File: src/rtl/adcs_pkg.sv
// Purpose: Shared constants and types for the audio decoder control and status block
// Assumes: 8-bit special function register space of the host core, one clock
// Notes:   All offsets, fields and reset values

package adcs_pkg;

   // ----------------------------------------------------------------
   // Register addresses in the special function register space
   // ----------------------------------------------------------------
   localparam logic [7:0] LEFT_VOLUME_ADDR = 8'h9E;
   localparam logic [7:0] RIGHT_VOLUME_ADDR = 8'h9F;
   localparam logic [7:0] CONTROL_ADDR = 8'hAA;
   localparam logic [7:0] STREAM_INPUT_ADDR = 8'hAC;
   localparam logic [7:0] ANCILLARY_ADDR = 8'hAD;
   localparam logic [7:0] LOW_BAND_ADDR = 8'hB4;
   localparam logic [7:0] MID_BAND_ADDR = 8'hB5;
   localparam logic [7:0] HIGH_BAND_ADDR = 8'hB6;
   localparam logic [7:0] STATUS_ADDR = 8'hC8;

   // ----------------------------------------------------------------
   // Control register fields
   // ----------------------------------------------------------------
   localparam int CTL_ENABLE_BIT = 7;
   localparam int CTL_BOOST_BIT = 6;
   localparam int CTL_PLAY_BAD_BIT = 5;
   localparam int CTL_MASK_ANC_BIT = 4;
   localparam int CTL_MASK_REQ_BIT = 3;
   localparam int CTL_MASK_LAY_BIT = 2;
   localparam int CTL_MASK_SYN_BIT = 1;
   localparam int CTL_MASK_CRC_BIT = 0;
   localparam logic [7:0] CONTROL_RESET = 8'h3F;

   // ----------------------------------------------------------------
   // Status register fields
   // ----------------------------------------------------------------
   localparam int STA_ANC_BIT = 7;
   localparam int STA_REQ_BIT = 6;
   localparam int STA_LAY_BIT = 5;
   localparam int STA_SYN_BIT = 4;
   localparam int STA_CRC_BIT = 3;
   localparam int STA_RATE_LSB = 1;
   localparam int STA_VER_BIT = 0;
   localparam logic [7:0] STATUS_RESET = 8'h01;

   // ----------------------------------------------------------------
   // Gain codes, band edges and buffer sizes
   // ----------------------------------------------------------------
   localparam int GAIN_W = 5;
   localparam logic [4:0] GAIN_MUTE_CODE = 5'h00;
   localparam logic [4:0] GAIN_RESET = 5'h00;
   localparam int LOW_BAND_EDGE_HZ = 750;
   localparam int HIGH_BAND_EDGE_HZ = 3300;
   localparam int BOOST_EDGE_HZ = 375;
   localparam int BOOST_GAIN_DB = 9;
   localparam logic [10:0] FIRST_FILL_BYTES = 11'h400;
   localparam int ANC_DEPTH = 32;
   localparam int ANC_AW = 5;
   localparam int ERR_COUNT = 3;

   // ----------------------------------------------------------------
   // Carriers
   // ----------------------------------------------------------------
   typedef struct packed {
      logic bass_boost_en;
      logic [4:0] left_volume_code;
      logic [4:0] right_volume_code;
      logic [4:0] low_band_gain;
      logic [4:0] mid_band_gain;
      logic [4:0] high_band_gain;
      logic left_mute;
      logic right_mute;
   } adcs_audio_cfg_t;

   typedef struct packed {
      logic layer_err;
      logic sync_err;
      logic crc_err;
      logic hdr_valid;
      logic stream_version;
      logic [1:0] sample_rate_code;
   } adcs_dec_evt_t;

endpackage : adcs_pkg

File: src/rtl/adcs_anc_fifo.sv
// Purpose: Byte buffer for ancillary frame data
// Assumes: Writer honours ready; reader pops only when not empty
// Notes:   Head byte is visible without popping

`timescale 1ns/1ps
`default_nettype none

module adcs_anc_fifo (
   input wire logic clk_i,
   input wire logic resetn_i,
   input wire logic flush_i,
   input wire logic wr_valid_i,
   input wire logic [7:0] wr_data_i,
   output logic wr_ready_o,
   input wire logic rd_pop_i,
   output logic [7:0] rd_data_o,
   output logic rd_valid_o
);

   logic [7:0] mem_q [adcs_pkg::ANC_DEPTH];
   logic [adcs_pkg::ANC_AW-1:0] wr_ptr_q;
   logic [adcs_pkg::ANC_AW-1:0] rd_ptr_q;
   logic [adcs_pkg::ANC_AW:0] count_q;
   logic push;
   logic pop;

   // ----------------------------------------------------------------
   // Handshake terms
   // ----------------------------------------------------------------
   assign wr_ready_o = (count_q != 6'(adcs_pkg::ANC_DEPTH));
   assign rd_valid_o = (count_q != 6'h00);
   assign push = wr_valid_i && wr_ready_o;
   assign pop = rd_pop_i && rd_valid_o;
   assign rd_data_o = mem_q[rd_ptr_q];

   // Storage array
   always_ff @(posedge clk_i) begin
      if (push) begin
         mem_q[wr_ptr_q] <= wr_data_i;
      end
   end

   // Pointers and fill level
   always_ff @(posedge clk_i or negedge resetn_i) begin
      if (!resetn_i) begin
         wr_ptr_q <= '0;
         rd_ptr_q <= '0;
         count_q <= '0;
      end else if (flush_i) begin
         wr_ptr_q <= '0;
         rd_ptr_q <= '0;
         count_q <= '0;
      end else begin
         if (push) begin
            wr_ptr_q <= wr_ptr_q + 5'h01;
         end
         if (pop) begin
            rd_ptr_q <= rd_ptr_q + 5'h01;
         end
         count_q <= count_q + 6'(push) - 6'(pop);
      end
   end

endmodule : adcs_anc_fifo

`default_nettype wire

File: src/rtl/adcs_err_flags.sv
// Purpose: Sticky error flags, cleared by a status read
// Assumes: Set and clear inputs come from the same clock domain
// Notes:   A set with the clear wins

`timescale 1ns/1ps
`default_nettype none

module adcs_err_flags (
   input wire logic clk_i,
   input wire logic resetn_i,
   input wire logic [2:0] set_i,
   input wire logic clear_i,
   output logic [2:0] flags_o
);

   // ----------------------------------------------------------------
   // Flag storage
   // ----------------------------------------------------------------
   // Clear first, then set, so the set takes priority
   always_ff @(posedge clk_i or negedge resetn_i) begin
      if (!resetn_i) begin
         flags_o <= 3'h0;
      end else begin
         flags_o <= (clear_i ? 3'h0 : flags_o) | set_i;
      end
   end

endmodule : adcs_err_flags

`default_nettype wire

File: src/rtl/adcs_top.sv
// Purpose: Control, status and interrupt front end of the audio decoder
// Assumes: Host core reaches registers over its SFR bus
// Notes:   Decoder datapath is outside, on the same clock
//
// Contract
// - Separate 5-bit volumes; 0 mutes, 31 is 0 dB.
// - Equalizer bands split at 750 Hz and 3300 Hz.
// - 5-bit gain per band; 0 is minus infinity.
// - Bass boost adds 9 dB below 375 Hz.
// - Unsupported layer sets the layer error flag.
// - Missing sync pattern sets the sync error flag.
// - CRC mismatch sets the checksum error flag.
// - Control bit 5 set plays bad-CRC frames, else skips.
// - Version bit and rate code give the sample rate.
// - Version bit is 1 for version one, 0 for two.
// - Ancillary bytes buffered; flag set while buffer not empty.
// - Five sources form one interrupt; set mask bit blocks.
// - Control: enable 7, boost 6, CRC policy 5, masks 4..0.
// - Interrupt needs decoder and global enables set.
// - Status read clears error flags, not request or ancillary.
// - Hardware clears request once the decoder stops asking.
// - Enable bit starts the decoder; clear stops it.
// - First request after enable asks 1024 bytes.

`timescale 1ns/1ps
`default_nettype none

module adcs_top (
   input wire logic clk_i,
   input wire logic resetn_i,
   // Special function register bus of the host core
   input wire logic [7:0] sfr_addr_i,
   input wire logic [7:0] sfr_wdata_i,
   input wire logic sfr_wr_i,
   input wire logic sfr_rd_i,
   output logic [7:0] sfr_rdata_o,
   // Interrupt enables held in the core's enable register
   input wire logic decoder_irq_enable_i,
   input wire logic global_irq_enable_i,
   // Decoder datapath side
   input wire adcs_pkg::adcs_dec_evt_t dec_evt_i,
   input wire logic dec_need_data_i,
   input wire logic anc_valid_i,
   input wire logic [7:0] anc_byte_i,
   output logic anc_ready_o,
   output logic decoder_enable_o,
   output logic frame_skip_o,
   output logic [7:0] stream_byte_o,
   output logic stream_valid_o,
   output adcs_pkg::adcs_audio_cfg_t audio_cfg_o,
   output logic irq_req_o,
   output logic cpu_irq_o
);

   // ----------------------------------------------------------------
   // Helper functions
   // ----------------------------------------------------------------
   // Gain code zero means silence for volume and band gains
   function automatic logic code_is_mute(input logic [4:0] code);
      code_is_mute = (code == adcs_pkg::GAIN_MUTE_CODE);
   endfunction : code_is_mute

   // Keeps the 5-bit gain field of a written byte
   function automatic logic [4:0] gain_field(input logic [7:0] data);
      gain_field = data[adcs_pkg::GAIN_W-1:0];
   endfunction : gain_field

   // ----------------------------------------------------------------
   // Declarations
   // ----------------------------------------------------------------
   typedef enum logic [1:0] {
      FILL_IDLE = 2'b00,
      FILL_FIRST = 2'b01,
      FILL_RUN = 2'b11
   } adcs_fill_state_t;

   logic [7:0] control_q;
   logic [4:0] left_vol_q;
   logic [4:0] right_vol_q;
   logic [4:0] low_gain_q;
   logic [4:0] mid_gain_q;
   logic [4:0] high_gain_q;
   logic stream_version_q;
   logic [1:0] sample_rate_q;
   logic data_request_q;
   logic [10:0] fill_count_q;
   adcs_fill_state_t fill_state_q;
   logic enable_d1_q;
   logic [2:0] err_flags;
   logic [2:0] err_set;
   logic anc_head_valid;
   logic [7:0] anc_head;
   logic [7:0] status_value;
   logic [7:0] read_value;
   logic [4:0] source_flags;
   logic [4:0] source_masks;
   logic irq_level;
   logic wr_control;
   logic wr_stream;
   logic rd_status;
   logic rd_anc;
   logic enable_bit;
   logic enable_rise;
   logic fill_last;

   // ----------------------------------------------------------------
   // Address decode
   // ----------------------------------------------------------------
   // Strobes for registers with side effects
   assign wr_control = sfr_wr_i && (sfr_addr_i == adcs_pkg::CONTROL_ADDR);
   assign wr_stream = sfr_wr_i && (sfr_addr_i == adcs_pkg::STREAM_INPUT_ADDR);
   assign rd_status = sfr_rd_i && (sfr_addr_i == adcs_pkg::STATUS_ADDR);
   assign rd_anc = sfr_rd_i && (sfr_addr_i == adcs_pkg::ANCILLARY_ADDR);

   assign enable_bit = control_q[adcs_pkg::CTL_ENABLE_BIT];
   assign enable_rise = enable_bit && !enable_d1_q;

   // ----------------------------------------------------------------
   // Control register
   // ----------------------------------------------------------------
   // Enable, boost, CRC policy and five source masks
   always_ff @(posedge clk_i or negedge resetn_i) begin
      if (!resetn_i) begin
         control_q <= adcs_pkg::CONTROL_RESET;
      end else if (wr_control) begin
         control_q <= sfr_wdata_i;
      end
   end

   // ----------------------------------------------------------------
   // Volume and equalizer registers
   // ----------------------------------------------------------------
   // Volume codes per channel
   always_ff @(posedge clk_i or negedge resetn_i) begin
      if (!resetn_i) begin
         left_vol_q <= adcs_pkg::GAIN_RESET;
         right_vol_q <= adcs_pkg::GAIN_RESET;
      end else if (sfr_wr_i) begin
         if (sfr_addr_i == adcs_pkg::LEFT_VOLUME_ADDR) begin
            left_vol_q <= gain_field(sfr_wdata_i);
         end else if (sfr_addr_i == adcs_pkg::RIGHT_VOLUME_ADDR) begin
            right_vol_q <= gain_field(sfr_wdata_i);
         end
      end
   end

   // Band gain codes for low, middle and high bands
   always_ff @(posedge clk_i or negedge resetn_i) begin
      if (!resetn_i) begin
         low_gain_q <= adcs_pkg::GAIN_RESET;
         mid_gain_q <= adcs_pkg::GAIN_RESET;
         high_gain_q <= adcs_pkg::GAIN_RESET;
      end else if (sfr_wr_i) begin
         if (sfr_addr_i == adcs_pkg::LOW_BAND_ADDR) begin
            low_gain_q <= gain_field(sfr_wdata_i);
         end else if (sfr_addr_i == adcs_pkg::MID_BAND_ADDR) begin
            mid_gain_q <= gain_field(sfr_wdata_i);
         end else if (sfr_addr_i == adcs_pkg::HIGH_BAND_ADDR) begin
            high_gain_q <= gain_field(sfr_wdata_i);
         end
      end
   end

   // Settings handed to the datapath, registered
   always_ff @(posedge clk_i or negedge resetn_i) begin
      if (!resetn_i) begin
         audio_cfg_o <= '0;
         decoder_enable_o <= 1'b0;
      end else begin
         audio_cfg_o.bass_boost_en <= control_q[adcs_pkg::CTL_BOOST_BIT];
         audio_cfg_o.left_volume_code <= left_vol_q;
         audio_cfg_o.right_volume_code <= right_vol_q;
         audio_cfg_o.low_band_gain <= low_gain_q;
         audio_cfg_o.mid_band_gain <= mid_gain_q;
         audio_cfg_o.high_band_gain <= high_gain_q;
         audio_cfg_o.left_mute <= code_is_mute(left_vol_q);
         audio_cfg_o.right_mute <= code_is_mute(right_vol_q);
         decoder_enable_o <= enable_bit;
      end
   end

   // ----------------------------------------------------------------
   // Decoding errors and frame information
   // ----------------------------------------------------------------
   // Error events in order layer, sync, crc
   assign err_set = {dec_evt_i.layer_err, dec_evt_i.sync_err, dec_evt_i.crc_err};

   adcs_err_flags u_err_flags (
      .clk_i(clk_i),
      .resetn_i(resetn_i),
      .set_i(err_set),
      .clear_i(rd_status),
      .flags_o(err_flags)
   );

   // Skip bad-CRC frames unless policy says play
   always_ff @(posedge clk_i or negedge resetn_i) begin
      if (!resetn_i) begin
         frame_skip_o <= 1'b0;
      end else begin
         frame_skip_o <= dec_evt_i.crc_err && !control_q[adcs_pkg::CTL_PLAY_BAD_BIT];
      end
   end

   // Version and rate from each header
   always_ff @(posedge clk_i or negedge resetn_i) begin
      if (!resetn_i) begin
         stream_version_q <= adcs_pkg::STATUS_RESET[adcs_pkg::STA_VER_BIT];
         sample_rate_q <= 2'h0;
      end else if (dec_evt_i.hdr_valid) begin
         stream_version_q <= dec_evt_i.stream_version;
         sample_rate_q <= dec_evt_i.sample_rate_code;
      end
   end

   // ----------------------------------------------------------------
   // Stream input and data request
   // ----------------------------------------------------------------
   // Host bytes pass to the decoder input
   always_ff @(posedge clk_i or negedge resetn_i) begin
      if (!resetn_i) begin
         stream_byte_o <= 8'h00;
         stream_valid_o <= 1'b0;
      end else begin
         stream_valid_o <= wr_stream;
         if (wr_stream) begin
            stream_byte_o <= sfr_wdata_i;
         end
      end
   end

   assign fill_last = (fill_count_q == adcs_pkg::FIRST_FILL_BYTES - 11'h001);

   // First request after enable covers a full buffer
   always_ff @(posedge clk_i or negedge resetn_i) begin
      if (!resetn_i) begin
         fill_state_q <= FILL_IDLE;
         fill_count_q <= 11'h000;
         enable_d1_q <= 1'b0;
      end else begin
         enable_d1_q <= enable_bit;
         case (fill_state_q)
            FILL_IDLE: begin
               fill_count_q <= 11'h000;
               if (enable_rise) begin
                  fill_state_q <= FILL_FIRST;
               end
            end
            FILL_FIRST: begin
               if (!enable_bit) begin
                  fill_state_q <= FILL_IDLE;
               end else if (wr_stream) begin
                  fill_count_q <= fill_count_q + 11'h001;
                  if (fill_last) begin
                     fill_state_q <= FILL_RUN;
                  end
               end
            end
            FILL_RUN: begin
               if (!enable_bit) begin
                  fill_state_q <= FILL_IDLE;
               end
            end
            default: begin
               fill_state_q <= FILL_IDLE;
            end
         endcase
      end
   end

   // Request flag, dropped by hardware once satisfied
   always_ff @(posedge clk_i or negedge resetn_i) begin
      if (!resetn_i) begin
         data_request_q <= 1'b0;
      end else begin
         data_request_q <= (fill_state_q == FILL_FIRST) ||
                           ((fill_state_q == FILL_RUN) && dec_need_data_i);
      end
   end

   // ----------------------------------------------------------------
   // Ancillary data buffer
   // ----------------------------------------------------------------
   // Reading the ancillary register pops the head byte
   adcs_anc_fifo u_anc_fifo (
      .clk_i(clk_i),
      .resetn_i(resetn_i),
      .flush_i(enable_rise),
      .wr_valid_i(anc_valid_i),
      .wr_data_i(anc_byte_i),
      .wr_ready_o(anc_ready_o),
      .rd_pop_i(rd_anc),
      .rd_data_o(anc_head),
      .rd_valid_o(anc_head_valid)
   );

   // ----------------------------------------------------------------
   // Status and read data
   // ----------------------------------------------------------------
   // Status byte assembled from live flags
   always_comb begin
      status_value = 8'h00;
      status_value[adcs_pkg::STA_ANC_BIT] = anc_head_valid;
      status_value[adcs_pkg::STA_REQ_BIT] = data_request_q;
      status_value[adcs_pkg::STA_LAY_BIT] = err_flags[2];
      status_value[adcs_pkg::STA_SYN_BIT] = err_flags[1];
      status_value[adcs_pkg::STA_CRC_BIT] = err_flags[0];
      status_value[adcs_pkg::STA_RATE_LSB +: 2] = sample_rate_q;
      status_value[adcs_pkg::STA_VER_BIT] = stream_version_q;
   end

   // Read mux; unmapped and write-only addresses read zero
   always_comb begin
      read_value = 8'h00;
      if (sfr_addr_i == adcs_pkg::CONTROL_ADDR) begin
         read_value = control_q;
      end else if (sfr_addr_i == adcs_pkg::STATUS_ADDR) begin
         read_value = status_value;
      end else if (sfr_addr_i == adcs_pkg::ANCILLARY_ADDR) begin
         read_value = anc_head_valid ? anc_head : 8'h00;
      end else if (sfr_addr_i == adcs_pkg::LEFT_VOLUME_ADDR) begin
         read_value = {3'h0, left_vol_q};
      end else if (sfr_addr_i == adcs_pkg::RIGHT_VOLUME_ADDR) begin
         read_value = {3'h0, right_vol_q};
      end else if (sfr_addr_i == adcs_pkg::LOW_BAND_ADDR) begin
         read_value = {3'h0, low_gain_q};
      end else if (sfr_addr_i == adcs_pkg::MID_BAND_ADDR) begin
         read_value = {3'h0, mid_gain_q};
      end else if (sfr_addr_i == adcs_pkg::HIGH_BAND_ADDR) begin
         read_value = {3'h0, high_gain_q};
      end
   end

   // Read data loaded on a read strobe and held
   always_ff @(posedge clk_i or negedge resetn_i) begin
      if (!resetn_i) begin
         sfr_rdata_o <= 8'h00;
      end else if (sfr_rd_i) begin
         sfr_rdata_o <= read_value;
      end
   end

   // ----------------------------------------------------------------
   // Interrupt combination
   // ----------------------------------------------------------------
   // Sources and masks in order anc, req, lay, syn, crc
   assign source_flags = {anc_head_valid, data_request_q, err_flags};
   assign source_masks = control_q[adcs_pkg::CTL_MASK_ANC_BIT:adcs_pkg::CTL_MASK_CRC_BIT];
   assign irq_level = |(source_flags & ~source_masks);

   // Level request and the gated line to the core
   always_ff @(posedge clk_i or negedge resetn_i) begin
      if (!resetn_i) begin
         irq_req_o <= 1'b0;
         cpu_irq_o <= 1'b0;
      end else begin
         irq_req_o <= irq_level;
         cpu_irq_o <= irq_level && decoder_irq_enable_i && global_irq_enable_i;
      end
   end

endmodule : adcs_top

`default_nettype wire

File: config.mk
export PLATFORM = sky130hd
export DESIGN_NAME = adcs_top
export DESIGN_NICKNAME = d
export VERILOG_FILES = /design/src/rtl/adcs_pkg.sv /design/src/rtl/adcs_anc_fifo.sv /design/src/rtl/adcs_err_flags.sv /design/src/rtl/adcs_top.sv
export SDC_FILE = /design/constraint.sdc
export NUM_CORES = 1
export LEC_CHECK = 0
export BUFFER_PORTS_ARGS = -buffer_cell sky130_fd_sc_hd__buf_2
export CORE_AREA = 2 2 135 236
export CTS_CLUSTER_SIZE = 10
export DETAILED_ROUTE_END_ITERATION = 16
export DIE_AREA = 0 0 137 238
export GPL_TIMING_DRIVEN = 0
export HOLD_SLACK_MARGIN = 0.05
export PLACE_DENSITY_LB_ADDON = 0.05
export SLEW_MARGIN = 20
export SYNTH_ARGS = -nofsm -noshare
export SYNTH_HDL_FRONTEND = slang
export SYNTH_SLANG_ARGS = --single-unit
File: constraint.sdc
create_clock -name clk_i -period 3.6 [get_ports clk_i]
set_input_delay 0.36 -clock clk_i [delete_from_list [all_inputs] [get_ports clk_i]]
set_output_delay 0.36 -clock clk_i [all_outputs]
set_load 0.02 [all_outputs]
==> qor_table.md, run 1 <==
| Stage | Parameter | Reported |
| --- | --- | --- |
| routing | Mean number of vias per cell | 5.774 |
| clocking | Clock-pin slew of the registers on the worst-case setup and hold paths | 0.05 ns |
| routing | Residual DRC count | 0 |
| timing | Worst-margin pin slew | 1.056 ns |
| worst setup path | Data required time at the worst endpoint | 4.01 ns |
| worst setup path | Worst-path maximum fanout | 6 |
| clocking | Worst-case clock buffer depth | 3 |
| timing | Final number of max-transition violations | 0 |
| synthesis | Sequential fraction of the synthesis area | 70.17% |
| global routing | GRT overflow | 0 |
| worst setup path | Arrival @ worst endpoint | 3.79 ns |
| global routing | Wire length of the first global-routing pass | 54,430 um |
| timing | Post-Route Skew | 0.02420 ns |
| synthesis | Fraction of synthesized cell area taken by the top area cell type | 50.66% |
| power | Power Density | 582.0 nW/um^2 |
| status | Result of the run | finished, final reports clean |
| placed design | I/O Buffers | 87 |
| synthesis | Post-synthesis instance area | 15,180 sq um |
| routing | Count of nets left with antenna violations after detail routing | 0 |
| worst setup path | Most common cell type on the critical path | nor2_1 |
| floorplan | Height of the die | 238 um |
| final layout | Multi-input combinational cell area | 4222 sq um |
| synthesis | Most common library cells after synthesis | 256 x edfxtp_1, 111 x dfrtp_1, 69 x nor2_1 |
| timing | Final Cycle Share | 94.02% |
| worst setup path | WS Path Type | reg2reg |
| worst setup path | Cell-by-cell trace of the critical path | inv_1 > ha_1 > nor4bb_2 > nand2b_1 > nor2_1 > ha_1 > inv_1 > ha_1 > fa_1 > a21oi_1 > nor2_1 > nor2_1 > xor2_1 > nor2_1 |
| clocking | H-tree levels | 2 |
| timing | Minimum clock period after layout | 3.385 ns |
| synthesis | Synth Area per Inst | 16.81 sq um |
| floorplan | Row Count | 85 |
| placed design | Detailed placer's ending HPWL | 25,310 um |
| worst setup path | Delay contributed by the slowest stage of the critical path | 0.52 ns |
| floorplan | Floorplan core area | 30,630 sq um |
| timing | Highest attainable clock frequency | 0.2954 GHz |
| power | Maximum resistive drop on vdd | 357.7 uV |
| final layout | Fraction of layout instances using a drive strength above 1 | 25.63% |
| timing | Setup TNS | 0 ns |
| floorplan | Number of placed I/O pins | 89 |
| global routing | Pin count of the biggest net entering global routing | 67 |
| routing | WL per Instance | 25.22 um |
| synthesis | Cell with the most instances after synthesis | edfxtp_1 |
| synthesis | Yosys Warn Count | 0 |
| final layout | Inserted Diodes | 0 |
| routing | Count of TritonRoute iterations in the first routing pass | 8 |
| global routing | Number of global-route vias before repair | 8,834 |
| final layout | Area growth from synthesis to layout | 15.20% |
| clocking | CTS tree | done |
| final layout | Fill cell total of the finished layout | 2,416 |
| placed design | Weighted congestion at the end of routability-driven global placement | 0.8410 |
| power | P_leak | 6.468 nW |
| timing | Final number of hold-violating endpoints | 0 |
| floorplan | Die boundary width | 137 um |
| routing | Number of violations reported at the end of detailed-routing iteration 0 | 454 |
| hold path | Worst hold path type | in2reg |
| global routing | Number of antenna violations at the first check in global routing | 0 |
| timing | Setup repair after global routing missed its margin | false |
| synthesis | Synth top area cells | edfxtp_1 51%, dfrtp_1 18%, mux4_2 6.4% |
| synthesis | Distinct cell type count of the synthesized netlist | 65 |
| clocking | Clk sink count | 374 |
| worst setup path | Delay-heaviest family, CP | simple AND/OR/NAND/NOR gates |
| worst setup path | Worst-path cell with the longest stage delay | nor4bb_2 |
| synthesis | Instance count of the mapped netlist | 903 |
| worst setup path | Worst r2r path cells | 14 |
| clocking | Clock latency reported for the late side of the worst-skew pair | 0.55 ns |
| clocking | CTS Buf Count | 43 |
| worst setup path | Startpoint Class | flip-flop |
| worst setup path | Total number of cells along the worst setup path | 14 |
| hold path | Hold path depth | 3 |
| synthesis | Count of flip-flops with a built-in enable after synthesis | 256 |
| timing | Number of setup violations in the final report | 0 |
| worst setup path | Count of buffering cells on the critical path with inverters included | 2 |
| synthesis | Synth Flop Type | edfxtp_1 |
| routing | Detailed Route WL | 36,820 um |
| floorplan | Starting Density | 49.55% |
| global routing | Total routing resource utilization after global routing | 23.21% |
| final layout | FF+latch area | 10,650 sq um |
| run | Max capacitance violation total | 0 |
| synthesis | Number of nets in the synthesized netlist | 958 |
| synthesis | Synthesis-stage register bit count | 374 |
| final layout | Final-stage net count | 1,101 |
| routing | Overall via count from detail_route | 8,430 |
| synthesis | Largest area contributor in the netlist | edfxtp_1 |
| timing | Normalized max-slew margin | 29.37% |
| clocking | Cell at the root of the clock tree | clkbuf_16 |
| synthesis | Async set-or-reset flop fraction in the synthesized netlist | 31.55% |
| power | Total power | 0.01018 W |
| worst setup path | Setup crit end kind | flip-flop |
| floorplan | Die area | 32,610 sq um |
-- power breakdown --
group | switching, W | total [W] | internal (W)
Sequential | 0.000113 | 0.00503 | 0.00491
Clock | 0.00164 | 0.00395 | 0.00231
Combinational | 0.000738 | 0.00120 | 0.000457
Total | 0.00249 | 0.0102 | 0.00768
-- worst paths after layout --
path / startpoint / to / slack (ns)
max reg2reg: u_anc_fifo.count_q[4]$_DFF_PN0_ / u_anc_fifo.count_q[4]$_DFF_PN0_ / 0.22
max in group asynchronous: resetn_i / control_q[5]$_DFFE_PN1P_ / 2.46
min in group asynchronous: resetn_i / audio_cfg_o[14]$_DFF_PN0_ / 0.35
min reg2reg: low_gain_q[2]$_DFFE_PN0P_ / audio_cfg_o[14]$_DFF_PN0_ / 0.40
min: dec_need_data_i / data_request_q$_DFF_PN0_ / 0.08
max: u_anc_fifo.count_q[4]$_DFF_PN0_ / u_anc_fifo.count_q[4]$_DFF_PN0_ / 0.22
-- what timing repair did --
action	4_1_cts	5_1_grt
setup endpoints to repair	1	0
endpoints found under the hold margin	58	0
hold buffers	9	0
setup buffers	0	0
resized for setup	1	0
-- cell type report --
cell class	count	area share (%)
plain buffers	45	1.367
clock buffers	65	6.749
clock inverters	3	0.3149
inverters	22	0.4723
multi-input cells	462	24.15
flip-flops and latches	374	60.91
well taps	391	2.798
repair buffers	98	3.242
-- cells in the final DEF, fill, tap and decap left out, types with 7 or more instances in the layout --
| master | netlist | routed |
|---|---|---|
| clkbuf_1 | 22 | 43 |
| mux4_2 | 43 | 43 |
| o21ai_0 | 8 | 8 |
| mux2_2 | 54 | 54 |
| dlygate4sd3_1 | 0 | 9 |
| nor3_1 | 12 | 11 |
| inv_1 | 22 | 22 |
| a22o_1 | 8 | 8 |
| nand3_1 | 20 | 20 |
| a211o_1 | 8 | 8 |
| a21oi_1 | 18 | 18 |
| buf_2 | 9 | 95 |
| edfxtp_1 | 256 | 256 |
| a22oi_1 | 7 | 7 |
| ha_1 | 15 | 15 |
| o22ai_1 | 10 | 10 |
| dfrtp_1 | 111 | 111 |
| xnor2_1 | 11 | 11 |
| mux4_1 | 10 | 10 |
| dfstp_2 | 7 | 7 |
| clkbuf_16 | 0 | 44 |
| nand2_1 | 28 | 28 |
| buf_4 | 6 | 7 |
| nor2_1 | 69 | 69 |
| mux2i_1 | 28 | 28 |
| nor2b_1 | 17 | 17 |
-- cells by family after synthesis --
logic type | Yosys count | share of synthesized area (%)
mux | 135 | 13.97
fa+ha+maj | 16 | 1.369
xor+xnor | 15 | 0.8657
flops | 374 | 70.17
simple gates | 191 | 6.398
buf+inv | 67 | 2.119
compound gates | 105 | 5.112
-- tightest hold or removal path: stages --
cell and delay (ns):
buf_2 0.10, inv_1 0.04, a21oi_1 0.06
-- metal layers --
metal / vias to the layer above / wire (um) / global-route usage, %
met5: - / 0 / 0
met4: 0 / 1590 / 10.28
met3: 78 / 1509 / 3.165
met2: 253 / 20540 / 43.93
met1: 4308 / 13180 / 25.11
li1: 3791 / - / -
-- state kept, by name, summed over array words and instances (netlist names), 6 cells and up --
signal / count
control_q: 8
u_anc_fifo.count_q: 6
audio_cfg_o: 28
u_anc_fifo.mem_q: 256
stream_byte_o: 8
sfr_rdata_o: 8
fill_count_q: 11
-- stage by stage --
stage	setup slack (ns)	util, %	hold WS, ns	cell area (sq um)	instances
floorplan	0.8251	-	0.06441	15180	903
global placement	0.006650	52.57	0.3769	16100	1381
detailed placement	-0.02063	52.73	0.3678	16150	1383
CTS	0.1803	57.08	0.05481	17480	1460
global route	0.008453	57.08	0.07928	17480	1460
finish	0.2152	57.08	0.07701	17480	1460
(Power assumes the default switching activity.)
==> run 2, diff against run 1 <==
- SYNTH_HIERARCHICAL: unset -> 1
==> qor_table.md, run 2 <==
| Stage | Parameter | Reported | vs previous |
| --- | --- | --- | --- |
| status | Result of the run | finished, final reports clean | unchanged |
| final layout | Fill cell total of the finished layout | 2,436 | was 2,416 |
| clocking | CTS Buf Count | 43 | unchanged |
| timing | Normalized max-slew margin | 34.11% | was 29.37% |
| floorplan | Height of the die | 238 um | unchanged |
| routing | Count of nets left with antenna violations after detail routing | 0 | unchanged |
| timing | Worst Setup Slack, final | 0.5282 ns | was 0.2152 ns |
| worst setup path | Arrival @ worst endpoint | 3.46 ns | was 3.79 ns |
| routing | Count of TritonRoute iterations in the first routing pass | 4 | was 8 |
| global routing | GRT overflow | 0 | unchanged |
| timing | Final number of hold-violating endpoints | 0 | unchanged |
| routing | Max layer used | met4 | unchanged |
| worst setup path | Startpoint Class | flip-flop | unchanged |
| placed design | Detailed placer's ending HPWL | 25,820 um | was 25,310 um |
| routing | Met3 WL post-DR | 1449 um | was 1509 um |
| timing | Worst-margin pin slew | 0.9847 ns | was 1.056 ns |
| routing | DR WL met2 | 20,750 um | was 20,540 um |
| clocking | Clk sink count | 374 | unchanged |
| clocking | H-tree levels | 2 | unchanged |
| clocking | CTS Hold Bufs | 7 | was 9 |
| floorplan | Die area | 32,610 sq um | unchanged |
| worst setup path | Setup crit end kind | flip-flop | unchanged |
| worst setup path | Startpoint of the most critical register-to-register path | u_anc_fifo/rd_ptr_q[1]$_DFFE_PN0P_ | was u_anc_fifo.count_q[4]$_DFF_PN0_ |
| clocking | Cell at the root of the clock tree | clkbuf_16 | unchanged |
| timing | Setup repair after global routing missed its margin | false | unchanged |
| clocking | Number of gates resized after cts | 0 | was 1 |
| synthesis | Synthesis-stage register bit count | 374 | unchanged |
| clocking | Clock latency reported for the late side of the worst-skew pair | 0.55 ns | about the same |
| timing | Minimum hold slack | 0.07113 ns | was 0.07701 ns |
| synthesis | Synth Flop Type | edfxtp_1 | unchanged |
| floorplan | Floorplan core area | 30,630 sq um | unchanged |
| routing | Detailed Route WL | 37,050 um | was 36,820 um |
| synthesis | Number of nets in the synthesized netlist | 971 | was 958 |
| worst setup path | Data required time at the worst endpoint | 3.99 ns | was 4.01 ns |
| synthesis | Sequential fraction of the synthesis area | 69.97% | was 70.17% |
| timing | Final Cycle Share | 85.33% | was 94.02% |
| power | P_leak | 6.467 nW | was 6.468 nW |
| routing | Post-Route M1 WL | 13,220 um | was 13,180 um |
| power | Power Density | 583.4 nW/um^2 | was 582.0 nW/um^2 |
| synthesis | Fraction of synthesized cell area taken by the top area cell type | 50.51% | was 50.66% |
| final layout | Final instance count without filler cells | 1,474 | was 1,460 |
| global routing | Total routing resource utilization after global routing | 23.40% | was 23.21% |
| worst setup path | Worst r2r path cells | 8 | was 14 |
| clocking | Number of setup buffers added after CTS | 0 | unchanged |
| placed design | Number of placed cells counting well taps | 1,397 | was 1,383 |
| placed design | I/O Buffers | 88 | was 87 |
| worst setup path | Worst setup slack for register-to-register paths | 0.53 ns | was 0.22 ns |
| final layout | Reg with most FFs | u_anc_fifo/mem_q | was u_anc_fifo.mem_q |
| floorplan | Number of placed I/O pins | 89 | unchanged |
| timing | Final number of max-transition violations | 0 | unchanged |
| synthesis | Most common library cells after synthesis | 256 x edfxtp_1, 111 x dfrtp_1, 67 x nor2_1 | was 256 x edfxtp_1, 111 x dfrtp_1, 69 x nor2_1 |
| synthesis | Count of flip-flops with a built-in enable after synthesis | 256 | unchanged |
| clocking | CTS tree | done | unchanged |
| placed design | Weighted congestion at the end of routability-driven global placement | 0.8536 | was 0.8410 |
| timing | Highest attainable clock frequency | 0.3255 GHz | was 0.2954 GHz |
| routing | Overall via count from detail_route | 8,663 | was 8,430 |
| routing | Residual DRC count | 0 | unchanged |
| synthesis | Instance count of the mapped netlist | 916 | was 903 |
| synthesis | Async set-or-reset flop fraction in the synthesized netlist | 31.55% | unchanged |
| timing | Post-Route Skew | 0.01966 ns | was 0.02420 ns |
| floorplan | Starting Density | 49.69% | was 49.55% |
| clocking | Worst-case clock buffer depth | 3 | unchanged |
| hold path | Min-Delay Endpoint | sample_rate_q[0]$_DFFE_PN0P_ | was data_request_q$_DFF_PN0_ |
| final layout | Fraction of layout instances using a drive strength above 1 | 24.38% | was 25.63% |
| synthesis | Post-synthesis instance area | 15,220 sq um | was 15,180 sq um |
| routing | Mean number of vias per cell | 5.877 | was 5.774 |
| final layout | Inserted Diodes | 0 | unchanged |
| floorplan | Row Count | 85 | unchanged |
| synthesis | Synth Area per Inst | 16.62 sq um | was 16.81 sq um |
| clocking | Clock-pin slew of the registers on the worst-case setup and hold paths | 0.06 ns | was 0.05 ns |
| worst setup path | Reg-to-reg critical path endpoint | sfr_rdata_o[3]$_DFFE_PN0P_ | was u_anc_fifo.count_q[4]$_DFF_PN0_ |
| timing | Setup TNS | 0 ns | unchanged |
| floorplan | Die boundary width | 137 um | unchanged |
| synthesis | Cell with the most instances after synthesis | edfxtp_1 | unchanged |
| placed design | Setup slack after placement | 0.1952 ns | was -0.02063 ns |
| timing | Number of setup violations in the final report | 0 | unchanged |
| final layout | Area growth from synthesis to layout | 15.07% | was 15.20% |
| synthesis | Synth top area cells | edfxtp_1 51%, dfrtp_1 18%, mux4_2 6.1% | was edfxtp_1 51%, dfrtp_1 18%, mux4_2 6.4% |
| worst setup path | Worst-path maximum fanout | 10 | was 6 |
| run | Max capacitance violation total | 0 | unchanged |
| hold path | Source of the worst hold timing path | dec_evt_i[0] | was dec_need_data_i |
| final layout | Registers with the most flip-flops | u_anc_fifo/mem_q x256, audio_cfg_o x28, fill_count_q x11 | was u_anc_fifo.mem_q x256, audio_cfg_o x28, fill_count_q x11 |
| routing | WL per Instance | 25.14 um | was 25.22 um |
| synthesis | Largest area contributor in the netlist | edfxtp_1 | unchanged |
| power | Maximum resistive drop on vdd | 479.2 uV | was 357.7 uV |
| final layout | Number of flip-flops under the largest register name | 256 | unchanged |
| synthesis | Yosys Warn Count | 6 | was 0 |
| global routing | Number of antenna violations at the first check in global routing | 0 | unchanged |
| final layout | Most common cell after layout, fill and taps aside | edfxtp_1 | unchanged |
| final layout | Final-stage net count | 1,113 | was 1,101 |
| hold path | Worst hold path type | in2reg | unchanged |
| global routing | Pin count of the biggest net entering global routing | 63 | was 67 |
| global routing | Wire length of the first global-routing pass | 55,460 um | was 54,430 um |
| timing | Minimum clock period after layout | 3.072 ns | was 3.385 ns |
| global routing | Number of global-route vias before repair | 8,987 | was 8,834 |
| power | Total power | 0.01022 W | was 0.01018 W |
| routing | Number of violations reported at the end of detailed-routing iteration 0 | 460 | was 454 |
| final layout | Commonest cells after routing, fill and taps aside | 256 x edfxtp_1, 111 x dfrtp_1, 98 x buf_2 | was 256 x edfxtp_1, 111 x dfrtp_1, 95 x buf_2 |
| worst setup path | WS Path Type | reg2reg | unchanged |
| synthesis | Distinct cell type count of the synthesized netlist | 64 | was 65 |
| hold path | Hold path depth | 2 | was 3 |
[run 2: changes by cell type after synthesis, moves of 6 or more]
cell,change
a211oi_1,+14
mux2i_1,+10
and2_1,+9
mux2_2,-8
o21ai_0,+8
a211o_1,-7
xnor2_1,-7
o22a_1,-6
[run 2: layout make-up]
class / count / area, sq um / share of cell area (%)
buffer: 43 / 264.0 / 1.507
clock buffer: 67 / 1187 / 6.780
clock inverter: 3 / 55.05 / 0.3144
inverter: 24 / 90.09 / 0.5144
multi-input combinational: 475 / 4227 / 24.13
sequential: 374 / 10650 / 60.81
tap: 391 / 489.2 / 2.793
timing repair buffer: 97 / 551.8 / 3.151
[run 2: through the flow]
step	area [sq um]	utilization, %
floorplan	15220	-
global placement	16150	52.72
detailed placement	16200	52.89
finish	17510	57.18
CTS	17510	57.18
global route	17510	57.18
[run 2: worst max-delay path: stages, from the launching register on]
cell	delay (ns)
dfrtp_1	0.35
buf_2	0.25
buf_2	0.34
buf_2	0.37
mux4_1	0.46
a211oi_1	0.44
a21oi_1	0.20
a221oi_1	0.38
a31oi_1	0.13
[run 2: worst max path at each step]
stage	start	to	slack, ns	cells past startpoint
after floorplan	u_anc_fifo/count_q[2]$_DFF_PN0_	u_anc_fifo/count_q[4]$_DFF_PN0_	0.89	14
after global placement	u_anc_fifo/count_q[2]$_DFF_PN0_	u_anc_fifo/mem_q[23][5]$_DFFE_PP_	0.18	7
after detailed placement	sfr_addr_i[6]	u_anc_fifo/count_q[4]$_DFF_PN0_	0.20	14
after CTS	u_anc_fifo/rd_ptr_q[1]$_DFFE_PN0P_	sfr_rdata_o[2]$_DFFE_PN0P_	0.53	8
after global routing	u_anc_fifo/count_q[3]$_DFF_PN0_	u_anc_fifo/count_q[4]$_DFF_PN0_	0.38	14
final	u_anc_fifo/rd_ptr_q[1]$_DFFE_PN0P_	sfr_rdata_o[3]$_DFFE_PN0P_	0.53	8
[run 2: logic make-up after synthesis]
kind of cell / synth area share [%]
mux: 13.52
compound gates: 5.796
fa+ha+maj: 1.365
simple gates: 6.388
flops: 69.97
xor+xnor: 0.6330
buf+inv: 2.327
[run 2: power breakdown]
| group | leakage, nW | internal, W | total (W) | switching, W |
|---|---|---|---|---|
| sequential | 3.85 | 0.00491 | 0.00501 | 0.000107 |
| combinational | 2.02 | 0.000464 | 0.00126 | 0.000791 |
| clock | 0.595 | 0.00232 | 0.00395 | 0.00163 |
[run 2: per-layer routing]
layer | vias to the layer above | track usage (%)
li1 | 3849 | -
met1 | 4470 | 25.11
met2 | 267 | 44.70
met3 | 77 | 3.081
met4 | 0 | 10.09
met5 | - | 0
